==> src/shared/csn_pkg.sv <==
// Constants, carriers and helpers shared by the card session negotiation block
package csn_pkg;

	localparam logic [3:0] CSN_OFS_CFG = 4'h0;
	localparam logic [3:0] CSN_OFS_STAT = 4'h4;
	localparam logic [3:0] CSN_OFS_FLAG = 4'h8;

	// Card clock cycles before a stop and after a restart
	localparam logic [10:0] CSN_STOP_WAIT_CYC = 11'h744;
	localparam logic [9:0] CSN_START_WAIT_CYC = 10'h2e8;
	// System clocks without a card clock edge that count as a stopped clock
	localparam logic [5:0] CSN_IDLE_CYC = 6'h20;

	localparam logic [7:0] CSN_TS = 8'h3b;
	localparam logic [7:0] CSN_T0_BYTE = 8'h90;
	localparam logic [3:0] CSN_TD1_MORE = 4'h8;
	localparam logic [3:0] CSN_TD_T15 = 4'hf;
	localparam logic [7:0] CSN_PPSS = 8'hff;
	localparam logic [7:0] CSN_FD_DEF = 8'h11;
	localparam logic [5:0] CSN_CLASS_A = 6'h01;
	localparam logic [1:0] CSN_CS_NONE = 2'h0;
	localparam logic [1:0] CSN_CS_ANY = 2'h3;

	localparam int CSN_FL_STOP = 0;
	localparam int CSN_FL_CMD = 1;
	localparam int CSN_FL_PPS = 2;
	localparam logic [2:0] CSN_FLAG_RST = 3'h0;

	typedef enum logic [1:0] {
		CSN_M_OFF = 2'b00,
		CSN_M_NEG = 2'b01,
		CSN_M_SPEC = 2'b10
	} csn_mode_t;

	typedef enum logic [2:0] {
		CSN_S_OFF = 3'b000,
		CSN_S_RST = 3'b001,
		CSN_S_ATR = 3'b010,
		CSN_S_WPPS = 3'b011,
		CSN_S_PRSP = 3'b100,
		CSN_S_PROTO = 3'b101,
		CSN_S_MUTE = 3'b110
	} csn_state_t;

	typedef struct packed {
		logic [7:0] ta1;
		logic [7:0] gbyte;
		logic gb_present;
		logic [1:0] clkstop;
		logic [5:0] vclass;
		logic warm_specific;
		logic t1;
	} csn_atr_t;

	typedef struct packed {
		logic lowz;
		logic usb;
		logic clf;
		logic sch;
		logic sapdu;
		logic euicc;
	} csn_feat_t;

	typedef struct packed {
		logic [7:0] fd;
		logic proto;
	} csn_sess_t;

	typedef struct packed {
		logic [7:0] fd;
		logic [7:0] pps2;
		logic proto;
	} csn_pps_t;

	typedef struct packed {
		csn_feat_t adv;
		csn_feat_t act;
		logic proto;
		logic [7:0] fd;
		logic clk_stopped;
		csn_mode_t mode;
		csn_state_t state;
	} csn_stat_t;

	localparam csn_atr_t CSN_CFG_RST = '{ta1: 8'h11, gbyte: 8'h00, gb_present: 1'b1,
		clkstop: 2'h3, vclass: 6'h07, warm_specific: 1'b0, t1: 1'b0};

	function automatic csn_feat_t csn_decode(input logic [7:0] g);
		csn_feat_t f;
		f.lowz = g[7] & g[4];
		f.usb = g[7] & g[6];
		f.clf = g[7] & g[5];
		f.sch = g[7] & g[3];
		f.sapdu = g[7] & g[3] & g[2];
		f.euicc = g[7] & g[1];
		return f;
	endfunction

endpackage

==> src/verilog/csn_pps.sv <==
// Receiver and checker for the parameter selection request
`timescale 1ns/1ps
module csn_pps (
	input wire logic clk,
	input wire logic resetn,
	input wire logic en,
	input wire logic rx_valid,
	input wire logic [7:0] rx_data,
	input wire logic [7:0] adv_fd,
	input wire logic gb_present,
	input wire logic offer_t1,
	output logic busy,
	output logic done,
	output logic ok,
	output csn_pkg::csn_pps_t req,
	output logic [2:0] len,
	output logic [47:0] bytes
);
	logic [2:0] cnt_r, cnt_nxt;
	logic [47:0] buf_r, buf_nxt;
	logic [7:0] x_r, x_nxt;
	logic done_r, done_nxt;
	logic ok_r, ok_nxt;
	csn_pkg::csn_pps_t req_r, req_nxt;
	logic [2:0] len_r, len_nxt;

	always_comb begin
		logic [7:0] p0;
		logic [7:0] f1;
		logic [7:0] f2;
		logic [2:0] i2;
		logic [2:0] need;
		p0 = (cnt_r == 3'h1) ? rx_data : buf_r[15:8];
		need = 3'h3 + {2'h0, p0[4]} + {2'h0, p0[5]} + {2'h0, p0[6]};
		i2 = p0[4] ? 3'h3 : 3'h2;
		f1 = csn_pkg::CSN_FD_DEF;
		f2 = 8'h00;
		cnt_nxt = cnt_r;
		buf_nxt = buf_r;
		x_nxt = x_r;
		done_nxt = 1'b0;
		ok_nxt = ok_r;
		req_nxt = req_r;
		len_nxt = len_r;
		if (!en) begin
			cnt_nxt = 3'h0;
			x_nxt = 8'h00;
		end else if (rx_valid && !(cnt_r == 3'h0 && rx_data != csn_pkg::CSN_PPSS)) begin
			buf_nxt[{cnt_r, 3'h0} +: 8] = rx_data;
			x_nxt = x_r ^ rx_data;
			cnt_nxt = cnt_r + 3'h1;
			if (cnt_nxt == need) begin
				if (p0[4]) f1 = buf_nxt[23:16];
				if (p0[5]) f2 = buf_nxt[{i2, 3'h0} +: 8];
				done_nxt = 1'b1;
				cnt_nxt = 3'h0;
				x_nxt = 8'h00;
				len_nxt = need;
				req_nxt = '{fd: f1, pps2: f2, proto: p0[0]};
				// Speed within advertised range, PPS2 only with a global byte
				ok_nxt = (x_r == rx_data) && p0[7] == 1'b0
					&& f1[7:4] <= adv_fd[7:4] && f1[3:0] <= adv_fd[3:0]
					&& (!p0[5] || gb_present)
					&& p0[3:0] == {3'h0, offer_t1};
			end
		end
	end

	always_ff @(posedge clk or negedge resetn) begin
		if (!resetn) begin
			cnt_r <= 3'h0;
			buf_r <= 48'h0;
			x_r <= 8'h00;
			done_r <= 1'b0;
			ok_r <= 1'b0;
			req_r <= '{fd: csn_pkg::CSN_FD_DEF, pps2: 8'h00, proto: 1'b0};
			len_r <= 3'h0;
		end else begin
			cnt_r <= cnt_nxt;
			buf_r <= buf_nxt;
			x_r <= x_nxt;
			done_r <= done_nxt;
			ok_r <= ok_nxt;
			req_r <= req_nxt;
			len_r <= len_nxt;
		end
	end

	assign busy = (cnt_r != 3'h0);
	assign done = done_r;
	assign ok = ok_r;
	assign req = req_r;
	assign len = len_r;
	assign bytes = buf_r;
endmodule

==> src/verilog/csn_sync.sv <==
// Two-stage synchroniser for pins entering the system clock domain
`timescale 1ns/1ps
module csn_sync #(
	parameter int W = 1
) (
	input wire logic clk,
	input wire logic resetn,
	input wire logic [W-1:0] d,
	output logic [W-1:0] q
);
	logic [W-1:0] s1_r;
	logic [W-1:0] s2_r;

	always_ff @(posedge clk or negedge resetn) begin
		if (!resetn) begin
			s1_r <= '0;
			s2_r <= '0;
		end else begin
			s1_r <= d;
			s2_r <= s1_r;
		end
	end

	assign q = s2_r;
endmodule

==> src/verilog/csn_top.sv <==
// Card-side session control: resets, answer to reset, PPS and clock stop watch
//
// Implementation choices: the strobed register port and the register offsets.
`timescale 1ns/1ps
module csn_top #(
	parameter logic [5:0] IDLE_CYC = csn_pkg::CSN_IDLE_CYC
) (
	input wire logic clk,
	input wire logic resetn,
	input wire logic card_clk,
	input wire logic card_rst_n,
	input wire logic card_vcc,
	input wire logic rx_valid,
	input wire logic [7:0] rx_data,
	input wire logic tx_ready,
	input wire logic tx_done,
	output logic tx_valid,
	output logic [7:0] tx_data,
	input wire logic [3:0] reg_addr,
	input wire logic [31:0] reg_wdata,
	input wire logic reg_wr,
	input wire logic reg_rd,
	output logic [31:0] reg_rdata,
	output csn_pkg::csn_sess_t sess,
	output csn_pkg::csn_feat_t feat_act,
	output csn_pkg::csn_feat_t feat_adv,
	output csn_pkg::csn_mode_t mode,
	output logic proto_run,
	output logic err_rep_en,
	output logic sec_clr,
	output logic clk_stopped
);
	logic [2:0] pin_s;
	logic ck_s, rst_s, vcc_s;
	logic pps_busy, pps_done, pps_ok;
	csn_pkg::csn_pps_t pps_req;
	logic [2:0] pps_len;
	logic [47:0] pps_bytes;

	csn_pkg::csn_state_t st_r, st_nxt;
	csn_pkg::csn_mode_t mode_r, mode_nxt;
	csn_pkg::csn_sess_t sess_r, sess_nxt;
	csn_pkg::csn_feat_t feat_r, feat_nxt;
	csn_pkg::csn_atr_t atr_r, atr_nxt;
	logic cold_r, cold_nxt;
	logic [2:0] idx_r, idx_nxt;
	logic [7:0] txd_r, txd_nxt;
	logic sec_r, sec_nxt;
	logic erp_r, erp_nxt;
	logic pps_rej;

	logic ckd_r;
	logic [5:0] idle_r, idle_nxt;
	logic stp_r, stp_nxt;
	logic [10:0] stx_r, stx_nxt;
	logic [9:0] sgo_r, sgo_nxt;
	logic wcmd_r, wcmd_nxt;
	logic set_stop, set_cmd;

	csn_pkg::csn_atr_t cfg_r, cfg_nxt;
	logic [2:0] flg_r, flg_nxt;
	logic [31:0] rd_r, rd_nxt;
	csn_pkg::csn_stat_t stat;

	csn_sync #(.W(3)) u_sync (
		.clk(clk),
		.resetn(resetn),
		.d({card_clk, card_rst_n, card_vcc}),
		.q(pin_s)
	);
	assign ck_s = pin_s[2];
	assign rst_s = pin_s[1];
	assign vcc_s = pin_s[0];

	csn_pps u_pps (
		.clk(clk),
		.resetn(resetn),
		.en(st_r == csn_pkg::CSN_S_WPPS),
		.rx_valid(rx_valid),
		.rx_data(rx_data),
		.adv_fd(atr_r.ta1),
		.gb_present(atr_r.gb_present),
		.offer_t1(atr_r.t1),
		.busy(pps_busy),
		.done(pps_done),
		.ok(pps_ok),
		.req(pps_req),
		.len(pps_len),
		.bytes(pps_bytes)
	);

	// Byte i of the answer to reset; depends only on the latched settings
	function automatic logic [7:0] atr_byte(input csn_pkg::csn_atr_t a, input logic [2:0] i);
		logic [1:0] cs;
		logic [7:0] td1;
		logic [7:0] td2;
		logic [7:0] ta3;
		logic [7:0] tck;
		cs = a.clkstop;
		if (a.vclass != csn_pkg::CSN_CLASS_A && a.clkstop == csn_pkg::CSN_CS_NONE)
			cs = csn_pkg::CSN_CS_ANY;
		td1 = {csn_pkg::CSN_TD1_MORE, 3'h0, a.t1};
		td2 = {2'h0, a.gb_present, 1'b1, csn_pkg::CSN_TD_T15};
		ta3 = {cs, a.vclass};
		tck = csn_pkg::CSN_T0_BYTE ^ a.ta1 ^ td1 ^ td2 ^ ta3 ^ (a.gb_present ? a.gbyte : 8'h00);
		case (i)
			3'h0: atr_byte = csn_pkg::CSN_TS;
			3'h1: atr_byte = csn_pkg::CSN_T0_BYTE;
			3'h2: atr_byte = a.ta1;
			3'h3: atr_byte = td1;
			3'h4: atr_byte = td2;
			3'h5: atr_byte = ta3;
			3'h6: atr_byte = a.gb_present ? a.gbyte : tck;
			default: atr_byte = tck;
		endcase
	endfunction

	// Session state machine
	always_comb begin
		logic [2:0] atr_last;
		atr_last = 3'h5 + {2'h0, atr_r.gb_present} + {2'h0, atr_r.t1};
		st_nxt = st_r;
		mode_nxt = mode_r;
		sess_nxt = sess_r;
		feat_nxt = feat_r;
		atr_nxt = atr_r;
		cold_nxt = cold_r;
		idx_nxt = idx_r;
		sec_nxt = 1'b0;
		pps_rej = 1'b0;
		if (!vcc_s) begin
			// Contacts off: the next reset is a cold one
			st_nxt = csn_pkg::CSN_S_OFF;
			mode_nxt = csn_pkg::CSN_M_OFF;
			cold_nxt = 1'b1;
			feat_nxt = '0;
		end else if (!rst_s) begin
			st_nxt = csn_pkg::CSN_S_RST;
			idx_nxt = 3'h0;
		end else begin
			case (st_r)
				csn_pkg::CSN_S_RST: begin
					sec_nxt = 1'b1;
					st_nxt = csn_pkg::CSN_S_ATR;
					idx_nxt = 3'h0;
					if (cold_r) begin
						cold_nxt = 1'b0;
						atr_nxt = cfg_r;
						mode_nxt = csn_pkg::CSN_M_NEG;
						sess_nxt = '{fd: csn_pkg::CSN_FD_DEF, proto: cfg_r.t1};
						feat_nxt = '0;
					end else if (atr_r.warm_specific) begin
						mode_nxt = csn_pkg::CSN_M_SPEC;
					end else begin
						mode_nxt = csn_pkg::CSN_M_NEG;
						sess_nxt = '{fd: csn_pkg::CSN_FD_DEF, proto: atr_r.t1};
						feat_nxt = '0;
					end
				end
				csn_pkg::CSN_S_ATR: begin
					if (tx_ready) begin
						// Every announced character goes out, none dropped
						if (idx_r == atr_last) begin
							idx_nxt = 3'h0;
							st_nxt = (mode_r == csn_pkg::CSN_M_SPEC) ?
								csn_pkg::CSN_S_PROTO : csn_pkg::CSN_S_WPPS;
						end else begin
							idx_nxt = idx_r + 3'h1;
						end
					end
				end
				csn_pkg::CSN_S_WPPS: begin
					if (pps_done) begin
						if (pps_ok) begin
							st_nxt = csn_pkg::CSN_S_PRSP;
							idx_nxt = 3'h0;
							sess_nxt = '{fd: pps_req.fd, proto: pps_req.proto};
							// Only features both offered and requested become active
							feat_nxt = csn_pkg::csn_feat_t'(csn_pkg::csn_decode(pps_req.pps2)
								& feat_adv);
						end else begin
							// A bad request leaves the card silent until reset
							st_nxt = csn_pkg::CSN_S_MUTE;
							pps_rej = 1'b1;
						end
					end else if (rx_valid && !pps_busy && rx_data != csn_pkg::CSN_PPSS) begin
						st_nxt = csn_pkg::CSN_S_PROTO;
					end
				end
				csn_pkg::CSN_S_PRSP: begin
					if (tx_ready) begin
						if (idx_r == pps_len - 3'h1) begin
							st_nxt = csn_pkg::CSN_S_PROTO;
							idx_nxt = 3'h0;
						end else begin
							idx_nxt = idx_r + 3'h1;
						end
					end
				end
				csn_pkg::CSN_S_OFF, csn_pkg::CSN_S_PROTO, csn_pkg::CSN_S_MUTE: begin
					st_nxt = st_r;
				end
				default: begin
					st_nxt = csn_pkg::CSN_S_OFF;
				end
			endcase
		end
		if (st_nxt == csn_pkg::CSN_S_PRSP)
			txd_nxt = pps_bytes[{idx_nxt, 3'h0} +: 8];
		else
			txd_nxt = atr_byte(atr_nxt, idx_nxt);
		erp_nxt = vcc_s && !sess_nxt.proto;
	end

	always_ff @(posedge clk or negedge resetn) begin
		if (!resetn) begin
			st_r <= csn_pkg::CSN_S_OFF;
			mode_r <= csn_pkg::CSN_M_OFF;
			sess_r <= '{fd: csn_pkg::CSN_FD_DEF, proto: 1'b0};
			feat_r <= '0;
			atr_r <= csn_pkg::CSN_CFG_RST;
			cold_r <= 1'b1;
			idx_r <= 3'h0;
			txd_r <= 8'h00;
			sec_r <= 1'b0;
			erp_r <= 1'b0;
		end else begin
			st_r <= st_nxt;
			mode_r <= mode_nxt;
			sess_r <= sess_nxt;
			feat_r <= feat_nxt;
			atr_r <= atr_nxt;
			cold_r <= cold_nxt;
			idx_r <= idx_nxt;
			txd_r <= txd_nxt;
			sec_r <= sec_nxt;
			erp_r <= erp_nxt;
		end
	end

	// Card clock watch; the pin is sampled, so a stop is only seen after IDLE_CYC
	always_comb begin
		logic edge_s;
		edge_s = ck_s & ~ckd_r;
		idle_nxt = edge_s ? 6'h00 : ((idle_r == IDLE_CYC) ? idle_r : idle_r + 6'h01);
		stp_nxt = (idle_nxt == IDLE_CYC);
		stx_nxt = stx_r;
		if (tx_done)
			stx_nxt = 11'h000;
		else if (edge_s && stx_r < csn_pkg::CSN_STOP_WAIT_CYC)
			stx_nxt = stx_r + 11'h001;
		sgo_nxt = sgo_r;
		wcmd_nxt = wcmd_r;
		set_cmd = 1'b0;
		if (stp_r && edge_s) begin
			sgo_nxt = 10'h000;
			wcmd_nxt = 1'b1;
		end else if (edge_s && sgo_r < csn_pkg::CSN_START_WAIT_CYC) begin
			sgo_nxt = sgo_r + 10'h001;
		end
		if (rx_valid) begin
			wcmd_nxt = 1'b0;
			set_cmd = wcmd_r && sgo_r < csn_pkg::CSN_START_WAIT_CYC;
		end
		set_stop = !stp_r && stp_nxt && st_r == csn_pkg::CSN_S_PROTO
			&& stx_r < csn_pkg::CSN_STOP_WAIT_CYC;
	end

	always_ff @(posedge clk or negedge resetn) begin
		if (!resetn) begin
			ckd_r <= 1'b0;
			idle_r <= 6'h00;
			stp_r <= 1'b0;
			stx_r <= csn_pkg::CSN_STOP_WAIT_CYC;
			sgo_r <= csn_pkg::CSN_START_WAIT_CYC;
			wcmd_r <= 1'b0;
		end else begin
			ckd_r <= ck_s;
			idle_r <= idle_nxt;
			stp_r <= stp_nxt;
			stx_r <= stx_nxt;
			sgo_r <= sgo_nxt;
			wcmd_r <= wcmd_nxt;
		end
	end

	// Register port; flag events win over a same-cycle clear
	always_comb begin
		logic [2:0] clr;
		logic [2:0] set;
		cfg_nxt = cfg_r;
		clr = 3'h0;
		set = 3'h0;
		set[csn_pkg::CSN_FL_STOP] = set_stop;
		set[csn_pkg::CSN_FL_CMD] = set_cmd;
		set[csn_pkg::CSN_FL_PPS] = pps_rej;
		if (reg_wr && reg_addr == csn_pkg::CSN_OFS_CFG)
			cfg_nxt = csn_pkg::csn_atr_t'(reg_wdata[26:0]);
		if (reg_wr && reg_addr == csn_pkg::CSN_OFS_FLAG)
			clr = reg_wdata[2:0];
		flg_nxt = (flg_r & ~clr) | set;
		rd_nxt = 32'h0;
		if (reg_rd) begin
			case (reg_addr)
				csn_pkg::CSN_OFS_CFG: rd_nxt = {5'h0, cfg_r};
				csn_pkg::CSN_OFS_STAT: rd_nxt = {5'h0, stat};
				csn_pkg::CSN_OFS_FLAG: rd_nxt = {29'h0, flg_r};
				default: rd_nxt = 32'h0;
			endcase
		end
	end

	always_ff @(posedge clk or negedge resetn) begin
		if (!resetn) begin
			cfg_r <= csn_pkg::CSN_CFG_RST;
			flg_r <= csn_pkg::CSN_FLAG_RST;
			rd_r <= 32'h0;
		end else begin
			cfg_r <= cfg_nxt;
			flg_r <= flg_nxt;
			rd_r <= rd_nxt;
		end
	end

	// Zero byte or b8 clear decodes to no features; absent byte offers nothing
	assign feat_adv = atr_r.gb_present ? csn_pkg::csn_decode(atr_r.gbyte) : '0;
	assign stat = '{adv: feat_adv, act: feat_r, proto: sess_r.proto, fd: sess_r.fd,
		clk_stopped: stp_r, mode: mode_r, state: st_r};

	assign tx_valid = (st_r == csn_pkg::CSN_S_ATR) || (st_r == csn_pkg::CSN_S_PRSP);
	assign tx_data = txd_r;
	assign reg_rdata = rd_r;
	assign sess = sess_r;
	assign feat_act = feat_r;
	assign mode = mode_r;
	assign proto_run = (st_r == csn_pkg::CSN_S_PROTO);
	assign err_rep_en = erp_r;
	assign sec_clr = sec_r;
	assign clk_stopped = stp_r;
endmodule
==> config.mk <==
export PLATFORM = sky130hd
export DESIGN_NAME = csn_top
export DESIGN_NICKNAME = d
export VERILOG_FILES = /design/src/shared/csn_pkg.sv /design/src/verilog/csn_pps.sv /design/src/verilog/csn_sync.sv /design/src/verilog/csn_top.sv
export SDC_FILE = /design/constraint.sdc
export NUM_CORES = 1
export LEC_CHECK = 0
export BUFFER_PORTS_ARGS = -buffer_cell sky130_fd_sc_hd__buf_2
export CAP_MARGIN = 20
export CELL_PAD_IN_SITES_DETAIL_PLACEMENT = 0
export CELL_PAD_IN_SITES_GLOBAL_PLACEMENT = 2
export CORE_ASPECT_RATIO = 1.5
export CORE_MARGIN = 8
export CORE_UTILIZATION = 30
export CTS_BUF_LIST = sky130_fd_sc_hd__clkbuf_8
export CTS_CLUSTER_SIZE = 12
export DETAILED_ROUTE_END_ITERATION = 16
export MAX_ROUTING_LAYER = met4
export PLACE_DENSITY = 0.72
export SYNTH_ARGS = -nofsm -noshare
export SYNTH_HDL_FRONTEND = slang
export SYNTH_HIERARCHICAL = 1
export SYNTH_SLANG_ARGS = --single-unit
==> constraint.sdc <==
create_clock -name clk -period 3.9 [get_ports clk]
set_input_delay 0.585 -clock clk [delete_from_list [all_inputs] [get_ports clk]]
set_output_delay 0.585 -clock clk [all_outputs]
set_load 0.1 [all_outputs]
==> qor.yml <==
tns_ps: 0
syn_to_final_growth_pct: 18.3
die_h_um: 261
drc: 0
min_from: "card_clk"
grt_start_max_net_pins: 111
cts.htree.levels: 2
cp.arrival_ps: 4020
cts_resized: 0
io_pins: 122
p_total_mw: 6.28
place_congestion: 0.831
avgSynthCellArea_um2: 10.6
synthCells: 1134
die_w_um: 179
ir_worst_vdd_mv: 0.192
clkTransAtPathRegs_ps: 60
cts_tree: "done"
grt_pass1_vias: 9476
drv_slew: 0
ys_warn_count: 6
worst_slew_margin_rel_pct: 52.0
die-area_um2: 46800
cap_viol_max_count: 0
clockBufferDepth: 3
fmax_mhz: 279
powerDensity_nw_per_um2: 442
routed_wl_mm: 36.3
crit_fanout: 21
drt_iter0_markers: 452
mostFrequentLayoutCells: "dfrtp_1, buf_2, nor2_1, nand2_1, mux2_2"
finalCriticalPeriod_ps: 3580
hold_violations: 0
core_area_um2: 39900
final_nets: 1355
synth_area_um2: 12000
via_per_inst: 5.05
status: "completed"
clk_latency_ps: 570
setup_viol: 0
dp_hpwl_mm: 27.2
reg2reg_from: "u_pps/cnt_r[1]$_DFFE_PN0P_"
met1_usage_pct: 17.8
grt_setup_unrepaired: "no"
startpoint_type: "flip-flop"
tightest_slew_ps: 715
final_util_pct: 35.6
start_util_pct: 30.1
endpoint_kind: "flip-flop"
vias: 9156
root_buffer: "clkbuf_8"
grtUsageMet2_pct: 28.8
min_period_over_period_pct: 91.8
worstSetupStartpoint: "u_pps/cnt_r[1]$_DFFE_PN0P_"
drive_above_1_share_pct: 27.8
fin_skew_ps: 23.9
hold_path_class: "input port to flip-flop"
critPathKind: "flip-flop to flip-flop"
ant_nets: 0
hold_buffers: 1
num_rows: 90
grt-ovfl-total: 0
grt_antenna_before_repair: 1
cts_sinks: 234
grt_pass1_wl_mm: 56.9
routedWlPerCell_um: 20.0
p_leak_nw: 6.61
post_cts_buffers: 0
mostFrequentLayoutCell: "dfrtp_1"
drt_pass1_iterations: 4
io_buffers: 111
grt.busiest_layer: "met2"
cts_buffers: 39
required_ps: 4340
grt_use_met3_pct: 2.25
grt_use_total_pct: 16.2
## cell type report
cell class | count | area [µm²]
Fill cell | 4055 | 25700
Sequential cell | 234 | 5890
Multi-Input combinational cell | 784 | 5620
Timing Repair Buffer | 170 | 1090
Clock buffer | 49 | 674
Tap cell | 506 | 633
Inverter | 48 | 180
Clock inverter | 22 | 103
Antenna cell | 1 | 2.50
## stage by stage
| step | setup slack [ps] | cells | area [µm²] | hold slack [ps] |
|---|---|---|---|---|
| 2_1_floorplan | 32.5 | 1138 | 12000 | 289 |
| 3_3_place_gp | 278 | 1740 | 13400 | 335 |
| 3_5_place_dp | 305 | 1740 | 13400 | 336 |
| 4_1_cts | 289 | 1812 | 14200 | 99.6 |
| 5_1_grt | 55.3 | 1814 | 14200 | 108 |
| 6_report | 319 | 1814 | 14200 | 142 |
## critical path: stages (launching register included)
cell,delay [ps]
dfrtp_1,380
inv_1,80
ha_1,200
nand2b_1,180
mux2i_4,240
ha_1,280
inv_1,40
ha_1,180
inv_1,50
ha_1,150
xnor3_1,370
or3_1,330
or3b_1,450
buf_4,240
mux2_4,310
## worst paths after layout
kind	end	slack [ps]	cells after the start
min in group asynchronous	reg_rdata[21]$_DFF_PN0_	490	2
max	u_pps/len[0]$_DFFE_PN0P_	320	14
max reg2reg	u_pps/len[0]$_DFFE_PN0P_	320	14
max in group asynchronous	u_pps/x_r[2]$_DFFE_PN0P_	2460	3
min reg2reg	u_sync/q[1]$_DFF_PN0_	350	0
min	u_sync/s1_r[2]$_DFF_PN0_	140	1
## routing by layer
metal  share of wire [%]  wire, µm
met5                   0         0
met4                 4.1      1480
met3                 4.1      1500
met2                  53     19100
met1                  39     14200
## power breakdown
group,switching (mW),internal [mW]
Combinational,0.706,0.443
Sequential,0.250,2.70
Clock,1.04,1.14
(Power assumes the default switching activity.)
